===== config.mk =====
export PLATFORM = sky130hd
export DESIGN_NAME = t2cmp_top
export DESIGN_NICKNAME = d
export VERILOG_FILES = /design/src/rtl/t2cmp_pkg.sv /design/src/rtl/t2cmp_top.sv /design/src/rtl/t2cmp_wave.sv
export VERILOG_INCLUDE_DIRS = /design/src /design/src/rtl
export SDC_FILE = /design/constraint.sdc
export NUM_CORES = 1
export LEC_CHECK = 0
export ABC_AREA = 1
export BUFFER_PORTS_ARGS = -buffer_cell sky130_fd_sc_hd__buf_2
export CAP_MARGIN = 5
export CELL_PAD_IN_SITES_DETAIL_PLACEMENT = 0
export CELL_PAD_IN_SITES_GLOBAL_PLACEMENT = 1
export CORE_MARGIN = 2
export CORE_UTILIZATION = 34
export DETAILED_ROUTE_END_ITERATION = 6
export GPL_TIMING_DRIVEN = 1
export PLACE_DENSITY = 0.78
export SLEW_MARGIN = 40
export SYNTH_ARGS = -nofsm -noshare
export SYNTH_HDL_FRONTEND = slang
export SYNTH_HIERARCHICAL = 1
export SYNTH_SLANG_ARGS = --single-unit

===== constraint.sdc =====
create_clock -name sys_clk_in -period 1.9 [get_ports sys_clk_in]
set_input_delay 0.38 -clock sys_clk_in [delete_from_list [all_inputs] [get_ports sys_clk_in]]
set_output_delay 0.38 -clock sys_clk_in [all_outputs]
set_load 0.02 [all_outputs]

===== src/rtl/t2cmp_regs.svh =====
// Register offsets, field positions and reset values of the 8-bit compare timer
`ifndef T2CMP_REGS_SVH
`define T2CMP_REGS_SVH

// Byte addresses on the register bus
`define T2CMP_COUNT_OFS      8'h00
`define T2CMP_COMPARE_OFS    8'h04
`define T2CMP_CTRL_OFS       8'h08
`define T2CMP_FLAG_OFS       8'h0c
`define T2CMP_MASK_OFS       8'h10
`define T2CMP_ASYNC_OFS      8'h14

// Control register fields
`define T2CMP_CTRL_CS_LSB    0
`define T2CMP_CTRL_CS_MSB    2
`define T2CMP_CTRL_MODE_LSB  3
`define T2CMP_CTRL_MODE_MSB  4
`define T2CMP_CTRL_COM_LSB   5
`define T2CMP_CTRL_COM_MSB   6

// Flag and mask fields
`define T2CMP_FLAG_CMP_BIT   0
`define T2CMP_FLAG_OVF_BIT   1

// Async status fields
`define T2CMP_ASYNC_SEL_BIT  0

// Count sequence limits
`define T2CMP_BOTTOM         8'h00
`define T2CMP_MAX            8'hff
`define T2CMP_RESET_BYTE     8'h00

`endif


===== src/rtl/t2cmp_pkg.sv =====
// Types shared by the 8-bit compare timer files
package t2cmp_pkg;

    // Counting mode
    typedef enum logic [1:0] {
        T2CMP_NORMAL,
        T2CMP_PWM_PC,
        T2CMP_CTC,
        T2CMP_FAST_PWM
    } t2cmp_mode_t;

    // Clock source select
    typedef enum logic [2:0] {
        T2CMP_CS_STOP,
        T2CMP_CS_DIV1,
        T2CMP_CS_DIV8,
        T2CMP_CS_DIV32,
        T2CMP_CS_DIV64,
        T2CMP_CS_DIV128,
        T2CMP_CS_DIV256,
        T2CMP_CS_DIV1024
    } t2cmp_cs_t;

    // Counter status handed to the waveform unit
    typedef struct packed {
        logic tick;
        logic match;
        logic at_top;
        logic at_bottom;
        logic down;
    } t2cmp_cnt_t;

endpackage : t2cmp_pkg


===== src/rtl/t2cmp_top.sv =====
// Top of the 8-bit compare timer with its AHB-Lite register slave
// Overview of operation
// - Counter and compare registers are both eight bits wide.
// - Each timer interrupt has a flag and its own mask bit.
// - No clock source selected means the counter holds still.
// - Buffered compare value is compared with the counter on every tick.
// - Compare result drives a PWM or variable frequency waveform pin.
// - Match sets the compare flag; unmasked flag raises the interrupt.
// - Counter value zero is BOTTOM.
// - Counter value all ones is MAX.
// - TOP is MAX or the compare value, depending on mode.
// - Timer clock from io clock, or oscillator pins when async selected.
`timescale 1ns/100ps
`default_nettype none
`include "t2cmp_regs.svh"

module t2cmp_top
(
    // Clock and reset
    input  wire logic        sys_clk_in,
    input  wire logic        rst_n_in,
    // AHB-Lite slave
    input  wire logic        hsel_in,
    input  wire logic [7:0]  haddr_in,
    input  wire logic [1:0]  htrans_in,
    input  wire logic        hwrite_in,
    input  wire logic [2:0]  hsize_in,
    input  wire logic [31:0] hwdata_in,
    input  wire logic        hready_in,
    output logic [31:0]      hrdata_out,
    output logic             hreadyout_out,
    output logic             hresp_out,
    // Oscillator pins
    input  wire logic        osc_pin_1_in,
    output logic             osc_pin_2_out,
    // Compare output and interrupt
    output logic             compare_output_pin_out,
    output logic             irq_out
);

    ////////////////////////////////////////////////////////////////////////////
    // Registers
    logic [7:0]  timer2_count_q;
    logic [7:0]  timer2_compare_q;       // Buffer written by software
    logic [7:0]  compare_active_q;       // Value actually compared
    logic [2:0]  cs_q;
    logic [1:0]  mode_q;
    logic [1:0]  com_q;
    logic [1:0]  flag_q;
    logic [1:0]  mask_q;
    logic        async_clock_select_q;
    logic        down_q;
    logic [9:0]  presc_q;
    logic [2:0]  osc_sync_q;

    ////////////////////////////////////////////////////////////////////////////
    // AHB-Lite address phase capture
    logic        ph_valid_q;
    logic        ph_write_q;
    logic [7:0]  ph_addr_q;
    logic        addr_take;

    assign addr_take = hsel_in && hready_in && htrans_in[1];

    always_ff @(posedge sys_clk_in)
    begin
        if (!rst_n_in)
        begin
            ph_valid_q <= 1'b0;
            ph_write_q <= 1'b0;
            ph_addr_q  <= 8'h00;
        end
        else if (hready_in)
        begin
            ph_valid_q <= addr_take;
            ph_write_q <= hwrite_in;
            ph_addr_q  <= haddr_in;
        end
    end

    // Zero wait states; all responses OKAY
    assign hreadyout_out = 1'b1;
    assign hresp_out     = 1'b0;

    logic wr_en;
    logic rd_en;

    assign wr_en = ph_valid_q && ph_write_q;
    assign rd_en = addr_take && !hwrite_in;

    // Address match helper used for every register
    function automatic logic hit(input logic [7:0] a, input logic [7:0] ofs);
        hit = (a == ofs);
    endfunction : hit

    ////////////////////////////////////////////////////////////////////////////
    // Clock source selection and timer tick
    // Oscillator pin is a foreign domain, so two flops precede the edge detect
    always_ff @(posedge sys_clk_in)
    begin
        if (!rst_n_in)
            osc_sync_q <= 3'b000;
        else
            osc_sync_q <= {osc_sync_q[1:0], osc_pin_1_in};
    end

    logic osc_rise;
    assign osc_rise = osc_sync_q[1] && !osc_sync_q[2];
    // Crystal return pin held low; the oscillator model lives outside
    assign osc_pin_2_out = 1'b0;

    // Prescaler source is io clock or the synchronised oscillator edge
    logic src_pulse;
    assign src_pulse = async_clock_select_q ? osc_rise : 1'b1;

    always_ff @(posedge sys_clk_in)
    begin
        if (!rst_n_in || cs_q == 3'd0)
            presc_q <= 10'h000;
        else if (src_pulse)
            presc_q <= presc_q + 10'h001;
    end

    // Tap of the prescaler for a divide ratio
    function automatic logic tap(input logic [9:0] p, input logic [9:0] lim);
        tap = ((p & lim) == lim);
    endfunction : tap

    logic tick;
    always_comb
    begin
        tick = 1'b0;
        unique case (t2cmp_pkg::t2cmp_cs_t'(cs_q))
            t2cmp_pkg::T2CMP_CS_STOP:    tick = 1'b0;
            t2cmp_pkg::T2CMP_CS_DIV1:    tick = src_pulse;
            t2cmp_pkg::T2CMP_CS_DIV8:    tick = src_pulse && tap(presc_q, 10'h007);
            t2cmp_pkg::T2CMP_CS_DIV32:   tick = src_pulse && tap(presc_q, 10'h01f);
            t2cmp_pkg::T2CMP_CS_DIV64:   tick = src_pulse && tap(presc_q, 10'h03f);
            t2cmp_pkg::T2CMP_CS_DIV128:  tick = src_pulse && tap(presc_q, 10'h07f);
            t2cmp_pkg::T2CMP_CS_DIV256:  tick = src_pulse && tap(presc_q, 10'h0ff);
            t2cmp_pkg::T2CMP_CS_DIV1024: tick = src_pulse && tap(presc_q, 10'h3ff);
        endcase
    end

    ////////////////////////////////////////////////////////////////////////////
    // Count sequence conditions
    logic [7:0] top_val;
    logic       at_top;
    logic       at_bottom;
    logic       at_max;
    logic       match;

    assign at_bottom = (timer2_count_q == `T2CMP_BOTTOM);
    assign at_max    = (timer2_count_q == `T2CMP_MAX);
    // CTC uses the compare value as TOP, others run to MAX
    assign top_val   = (mode_q == 2'd2) ? compare_active_q : `T2CMP_MAX;
    assign at_top    = (timer2_count_q == top_val);
    assign match     = (timer2_count_q == compare_active_q);

    ////////////////////////////////////////////////////////////////////////////
    // Counter; a software write wins over a tick
    always_ff @(posedge sys_clk_in)
    begin
        if (!rst_n_in)
        begin
            timer2_count_q <= `T2CMP_RESET_BYTE;
            down_q         <= 1'b0;
        end
        else if (wr_en && hit(ph_addr_q, `T2CMP_COUNT_OFS))
            timer2_count_q <= hwdata_in[7:0];
        else if (tick)
        begin
            if (mode_q == 2'd1)
            begin
                // Phase correct: up to MAX, down to BOTTOM
                if (!down_q && at_max)
                begin
                    down_q         <= 1'b1;
                    timer2_count_q <= timer2_count_q - 8'h01;
                end
                else if (down_q && at_bottom)
                begin
                    down_q         <= 1'b0;
                    timer2_count_q <= timer2_count_q + 8'h01;
                end
                else
                    timer2_count_q <= down_q ? timer2_count_q - 8'h01 : timer2_count_q + 8'h01;
            end
            else
            begin
                down_q <= 1'b0;
                timer2_count_q <= at_top ? `T2CMP_BOTTOM : timer2_count_q + 8'h01;
            end
        end
    end

    ////////////////////////////////////////////////////////////////////////////
    // Compare double buffer; PWM modes update at TOP to avoid glitches
    logic pwm_mode;
    assign pwm_mode = mode_q[0];

    always_ff @(posedge sys_clk_in)
    begin
        if (!rst_n_in)
            compare_active_q <= `T2CMP_RESET_BYTE;
        else if (!pwm_mode || (tick && at_top))
            compare_active_q <= timer2_compare_q;
    end

    ////////////////////////////////////////////////////////////////////////////
    // Control registers
    always_ff @(posedge sys_clk_in)
    begin
        if (!rst_n_in)
        begin
            timer2_compare_q     <= `T2CMP_RESET_BYTE;
            cs_q                 <= 3'd0;
            mode_q               <= 2'd0;
            com_q                <= 2'd0;
            mask_q               <= 2'b00;
            async_clock_select_q <= 1'b0;
        end
        else if (wr_en)
        begin
            if (hit(ph_addr_q, `T2CMP_COMPARE_OFS))
                timer2_compare_q <= hwdata_in[7:0];
            if (hit(ph_addr_q, `T2CMP_CTRL_OFS))
            begin
                cs_q   <= hwdata_in[`T2CMP_CTRL_CS_MSB:`T2CMP_CTRL_CS_LSB];
                mode_q <= hwdata_in[`T2CMP_CTRL_MODE_MSB:`T2CMP_CTRL_MODE_LSB];
                com_q  <= hwdata_in[`T2CMP_CTRL_COM_MSB:`T2CMP_CTRL_COM_LSB];
            end
            if (hit(ph_addr_q, `T2CMP_MASK_OFS))
                mask_q <= hwdata_in[1:0];
            if (hit(ph_addr_q, `T2CMP_ASYNC_OFS))
                async_clock_select_q <= hwdata_in[`T2CMP_ASYNC_SEL_BIT];
        end
    end

    ////////////////////////////////////////////////////////////////////////////
    // Sticky flags; setting beats clearing in the same cycle
    logic [1:0] flag_set;
    logic [1:0] flag_clr;

    assign flag_set[`T2CMP_FLAG_CMP_BIT] = tick && match;
    assign flag_set[`T2CMP_FLAG_OVF_BIT] = tick && at_max && (mode_q != 2'd2);
    // Cleared by a read of the flag register or by writing one
    assign flag_clr = ((rd_en && hit(haddr_in, `T2CMP_FLAG_OFS)) ? 2'b11 : 2'b00) |
                      ((wr_en && hit(ph_addr_q, `T2CMP_FLAG_OFS)) ? hwdata_in[1:0] : 2'b00);

    always_ff @(posedge sys_clk_in)
    begin
        if (!rst_n_in)
            flag_q <= 2'b00;
        else
            flag_q <= (flag_q & ~flag_clr) | flag_set;
    end

    assign irq_out = |(flag_q & mask_q);

    ////////////////////////////////////////////////////////////////////////////
    // Read data, registered in the address phase
    logic [31:0] rdata_q;

    always_ff @(posedge sys_clk_in)
    begin
        if (!rst_n_in)
            rdata_q <= 32'h0000_0000;
        else if (rd_en)
        begin
            unique case (haddr_in)
                `T2CMP_COUNT_OFS:   rdata_q <= {24'h000000, timer2_count_q};
                `T2CMP_COMPARE_OFS: rdata_q <= {24'h000000, timer2_compare_q};
                `T2CMP_CTRL_OFS:    rdata_q <= {25'h0000000, com_q, mode_q, cs_q};
                `T2CMP_FLAG_OFS:    rdata_q <= {30'h00000000, flag_q};
                `T2CMP_MASK_OFS:    rdata_q <= {30'h00000000, mask_q};
                `T2CMP_ASYNC_OFS:   rdata_q <= {31'h00000000, async_clock_select_q};
                default:            rdata_q <= 32'h0000_0000;
            endcase
        end
    end

    assign hrdata_out = rdata_q;

    ////////////////////////////////////////////////////////////////////////////
    // Waveform generator
    t2cmp_pkg::t2cmp_cnt_t cnt_s;
    assign cnt_s = '{tick: tick, match: match, at_top: at_top, at_bottom: at_bottom, down: down_q};

    t2cmp_wave u_wave
    (
        .sys_clk_in             (sys_clk_in),
        .rst_n_in               (rst_n_in),
        .cnt_in                 (cnt_s),
        .mode_in                (t2cmp_pkg::t2cmp_mode_t'(mode_q)),
        .com_in                 (com_q),
        .compare_output_pin_out (compare_output_pin_out)
    );

endmodule : t2cmp_top

`default_nettype wire


===== src/rtl/t2cmp_wave.sv =====
// Waveform generator driving the compare output pin
`timescale 1ns/100ps
`default_nettype none
`include "t2cmp_regs.svh"

module t2cmp_wave
(
    // Clock and reset
    input  wire logic                sys_clk_in,
    input  wire logic                rst_n_in,
    // Counter status
    input  wire t2cmp_pkg::t2cmp_cnt_t cnt_in,
    input  wire t2cmp_pkg::t2cmp_mode_t mode_in,
    input  wire logic [1:0]          com_in,
    // Pin
    output logic                     compare_output_pin_out
);

    ////////////////////////////////////////////////////////////////////////////
    // Output level; only changes on a timer tick
    logic wave_q;

    always_ff @(posedge sys_clk_in)
    begin
        if (!rst_n_in)
            wave_q <= 1'b0;
        else if (cnt_in.tick && com_in != 2'b00)
        begin
            unique case (mode_in)
                t2cmp_pkg::T2CMP_NORMAL, t2cmp_pkg::T2CMP_CTC:
                begin
                    // Variable frequency: toggle, clear or set on match
                    if (cnt_in.match)
                        wave_q <= (com_in == 2'b01) ? ~wave_q : com_in[0];
                end
                t2cmp_pkg::T2CMP_FAST_PWM:
                begin
                    // Match ends the pulse, BOTTOM starts the next one
                    if (cnt_in.match)
                        wave_q <= com_in[0];
                    else if (cnt_in.at_bottom)
                        wave_q <= ~com_in[0];
                end
                t2cmp_pkg::T2CMP_PWM_PC:
                begin
                    // Direction decides the level at match
                    if (cnt_in.match)
                        wave_q <= cnt_in.down ? ~com_in[0] : com_in[0];
                end
            endcase
        end
    end

    assign compare_output_pin_out = wave_q;

endmodule : t2cmp_wave

`default_nettype wire

==> flow_summary_export.csv <==
group,metric,value,unit
setup_path,worstRegToRegCells,13,
timing,period_minus_slack,1.818,ns
synthesis,netlist_instances,598,
detailed_routing,vias,3893,
timing,rsz0062_at_grt,"yes",
timing,fin_tns_setup,0,ns
global_routing,grt_max_degree,43,
global_routing,track_usage,0.1751,
detailed_routing,routed_wl,10540,microns
die,pin_count,88,
die,dieArea,12350,sq um
detailed_routing,drt_iter0_drc,256,
setup_path,r2r_end,"compare_active_q[5]$_SDFFE_PN0P_",
timing,max_slew_margin,0.6226,
setup_path,reg2reg_from,"presc_q[1]$_SDFFE_PP0P_",
die,core_area,11320,sq um
power_and_ir_drop,leakage,0.002137,uW
setup_path,path_class,"reg -> reg",
timing,setup_violations,0,
clock_tree,tritoncts,"yes",
timing,tightest_slew,0.5617,ns
die,die_x,111.2,microns
cells_and_area,final_nets,717,
setup_path,critPathLaunchType,"flop",
setup_path,critical_path_arrival,2.05,ns
clock_tree,clk_latency,0.33,ns
global_routing,antenna_found_initial,0,
timing,fmax,550.1,MHz
power_and_ir_drop,power.density,713.6,nW/um^2
detailed_routing,post_drt_via_cell_ratio,4.818,
timing,hold_viol,0,
cells_and_area,diodes,0,
die,row_count,39,
global_routing,grt_first_pass_wirelength,17510,microns
min_path,hold_start,"osc_pin_1_in",
die,die_h,111.2,microns
min_path,hold_end,"osc_sync_q[0]$_SDFF_PN0_",
timing,fin_crit_sh,0.9567,
setup_path,critPathMaxFanout,8,
cells_and_area,areaGrowthSynthToFinish,20.96,%
placement,io_buffers,32,
detailed_routing,drt_first_pass_iters,7,
clock_tree,cts_hold_buf,0,
placement,pre_cts_slack,-0.07406,ns
setup_path,worstSetupEndpointType,"flop",
timing,slew_violations,0,
global_routing,grt_pass1_vias,3664,
min_path,hold_depth,3,
detailed_routing,drc,0,
setup_path,ff2ff_setup_slack,0.08,ns
global_routing,overflow,0,
cells_and_area,drive_gt1_frac,0.1910,
clock_tree,cts.sinks,69,
synthesis,synth_warnings,6,
timing,finClkSkew,0.007044,ns
placement,hpwl,8064,microns
die,initial_core_util,0.3448,
outcome,status,"finished clean",
clock_tree,path_clk_slew,0.06,ns
power_and_ir_drop,ir_worst_vdd,0.4050,mV
clock_tree,cts.path.max_buffers,2,
synthesis,synth_area,3904,sq um
timing,finalWorstSetupSlack,0.08229,ns
detailed_routing,wl_per_cell,13.05,microns
clock_tree,htree_levels,3,
clock_tree,cts_buffers,9,
synthesis,postSynthAreaPerCell,6.528,sq um
detailed_routing,postRouteAntennaNets,0,
timing,hold_slack,0.2247,ns
job,cap_violations,0,
min_path,hold_class,"in -> reg",
setup_path,worst_ep_required_time,2.13,ns
clock_tree,root_buffer,"clkbuf_16",
placement,gp_congestion,0.8870,
-- sequential cells by signal, indices dropped and copies added (netlist names) --
register                       cells
presc_q                           10
compare_active_q                   8
hrdata_out                         8
ph_addr_q                          8
timer2_compare_q                   8
timer2_count_q                     8
cs_q                               3
osc_sync_q                         3
com_q                              2
flag_q                             2
mask_q                             2
mode_q                             2
async_clock_select_q               1
down_q                             1
ph_valid_q                         1
ph_write_q                         1
u_wave/compare_output_pin_out      1
-- power breakdown --
group / internal, uW / leakage [uW] / total, uW / switching, uW
clock: 1050 / 0.000140 / 1690 / 646
sequential: 1470 / 0.000561 / 1480 / 11.0
combinational: 54.4 / 0.00144 / 201 / 147
total: 2570 / 0.00214 / 3370 / 804
-- layout make-up --
type                    instances  area, sq um
clock inverters                 6        62.56
clock buffers                  10        239.0
flip-flops and latches         69         1388
fillers                      1229         6599
repair buffers                 64        416.7
well taps                     143        178.9
multi-input cells             432         2120
inverters                      84        317.8
-- metrics by stage --
step	std cells	utilization	area, sq um	total power [uW]
3_3_place_gp	788	0.3798	4299	1701
2_1_floorplan	623	-	3998	1677
6_report	808	0.4171	4722	3369
3_5_place_dp	788	0.3798	4299	1705
5_1_grt	808	0.4171	4722	3502
4_1_cts	805	0.4077	4616	3392
-- worst max-delay path by stage --
stage,start,endpoint,cells after the start
finish,presc_q[1]$_SDFFE_PP0P_,compare_active_q[5]$_SDFFE_PN0P_,13
global route,presc_q[1]$_SDFFE_PP0P_,compare_active_q[5]$_SDFFE_PN0P_,13
CTS,presc_q[0]$_SDFFE_PP0P_,compare_active_q[4]$_SDFFE_PN0P_,13
detailed placement,presc_q[0]$_SDFFE_PP0P_,timer2_count_q[6]$_SDFFE_PN0P_,13
global placement,presc_q[0]$_SDFFE_PP0P_,timer2_count_q[3]$_SDFFE_PN0P_,13
floorplan,presc_q[0]$_SDFFE_PP0P_,timer2_count_q[6]$_SDFFE_PN0P_,13
-- layer usage --
metal	track usage	vias up	wire [microns]
li1	-	1994	-
met1	0.2282	1767	4784
met2	0.2949	110	5005
met3	0.02898	22	520
met4	0.05926	0	231
met5	0	-	0
-- cell usage in the layout (no fill, tap or decap), drive strengths merged, types with 4 or more instances in the layout --
master    n
nand2   121
nand4     8
ha        6
o211ai    4
clkbuf   10
buf      64
o21ai    59
inv      83
or2       4
nand3    47
conb     27
xor2      4
nor3     10
a21oi    51
dfxtp    69
nor2     83
-- critical path: stages (launching register included) --
cell and delay [ns]:
dfxtp_2 0.35, ha_4 0.15, nand2_4 0.05, nor2_4 0.10, ha_2 0.16, o21ai_1 0.05, nand3_1 0.08, nand2_1 0.06
inv_2 0.07, nand2_4 0.07, o21ai_4 0.28, inv_4 0.11, nor2_2 0.12, nor2_1 0.05
-- what timing repair did --
action / CTS / global route
pin swaps: 1 / 10
setup buffers: 1 / 3
setup endpoints to repair: 14 / 22
resized for setup: 2 / 35
No activity file was read; power rests on OpenSTA's default activity.
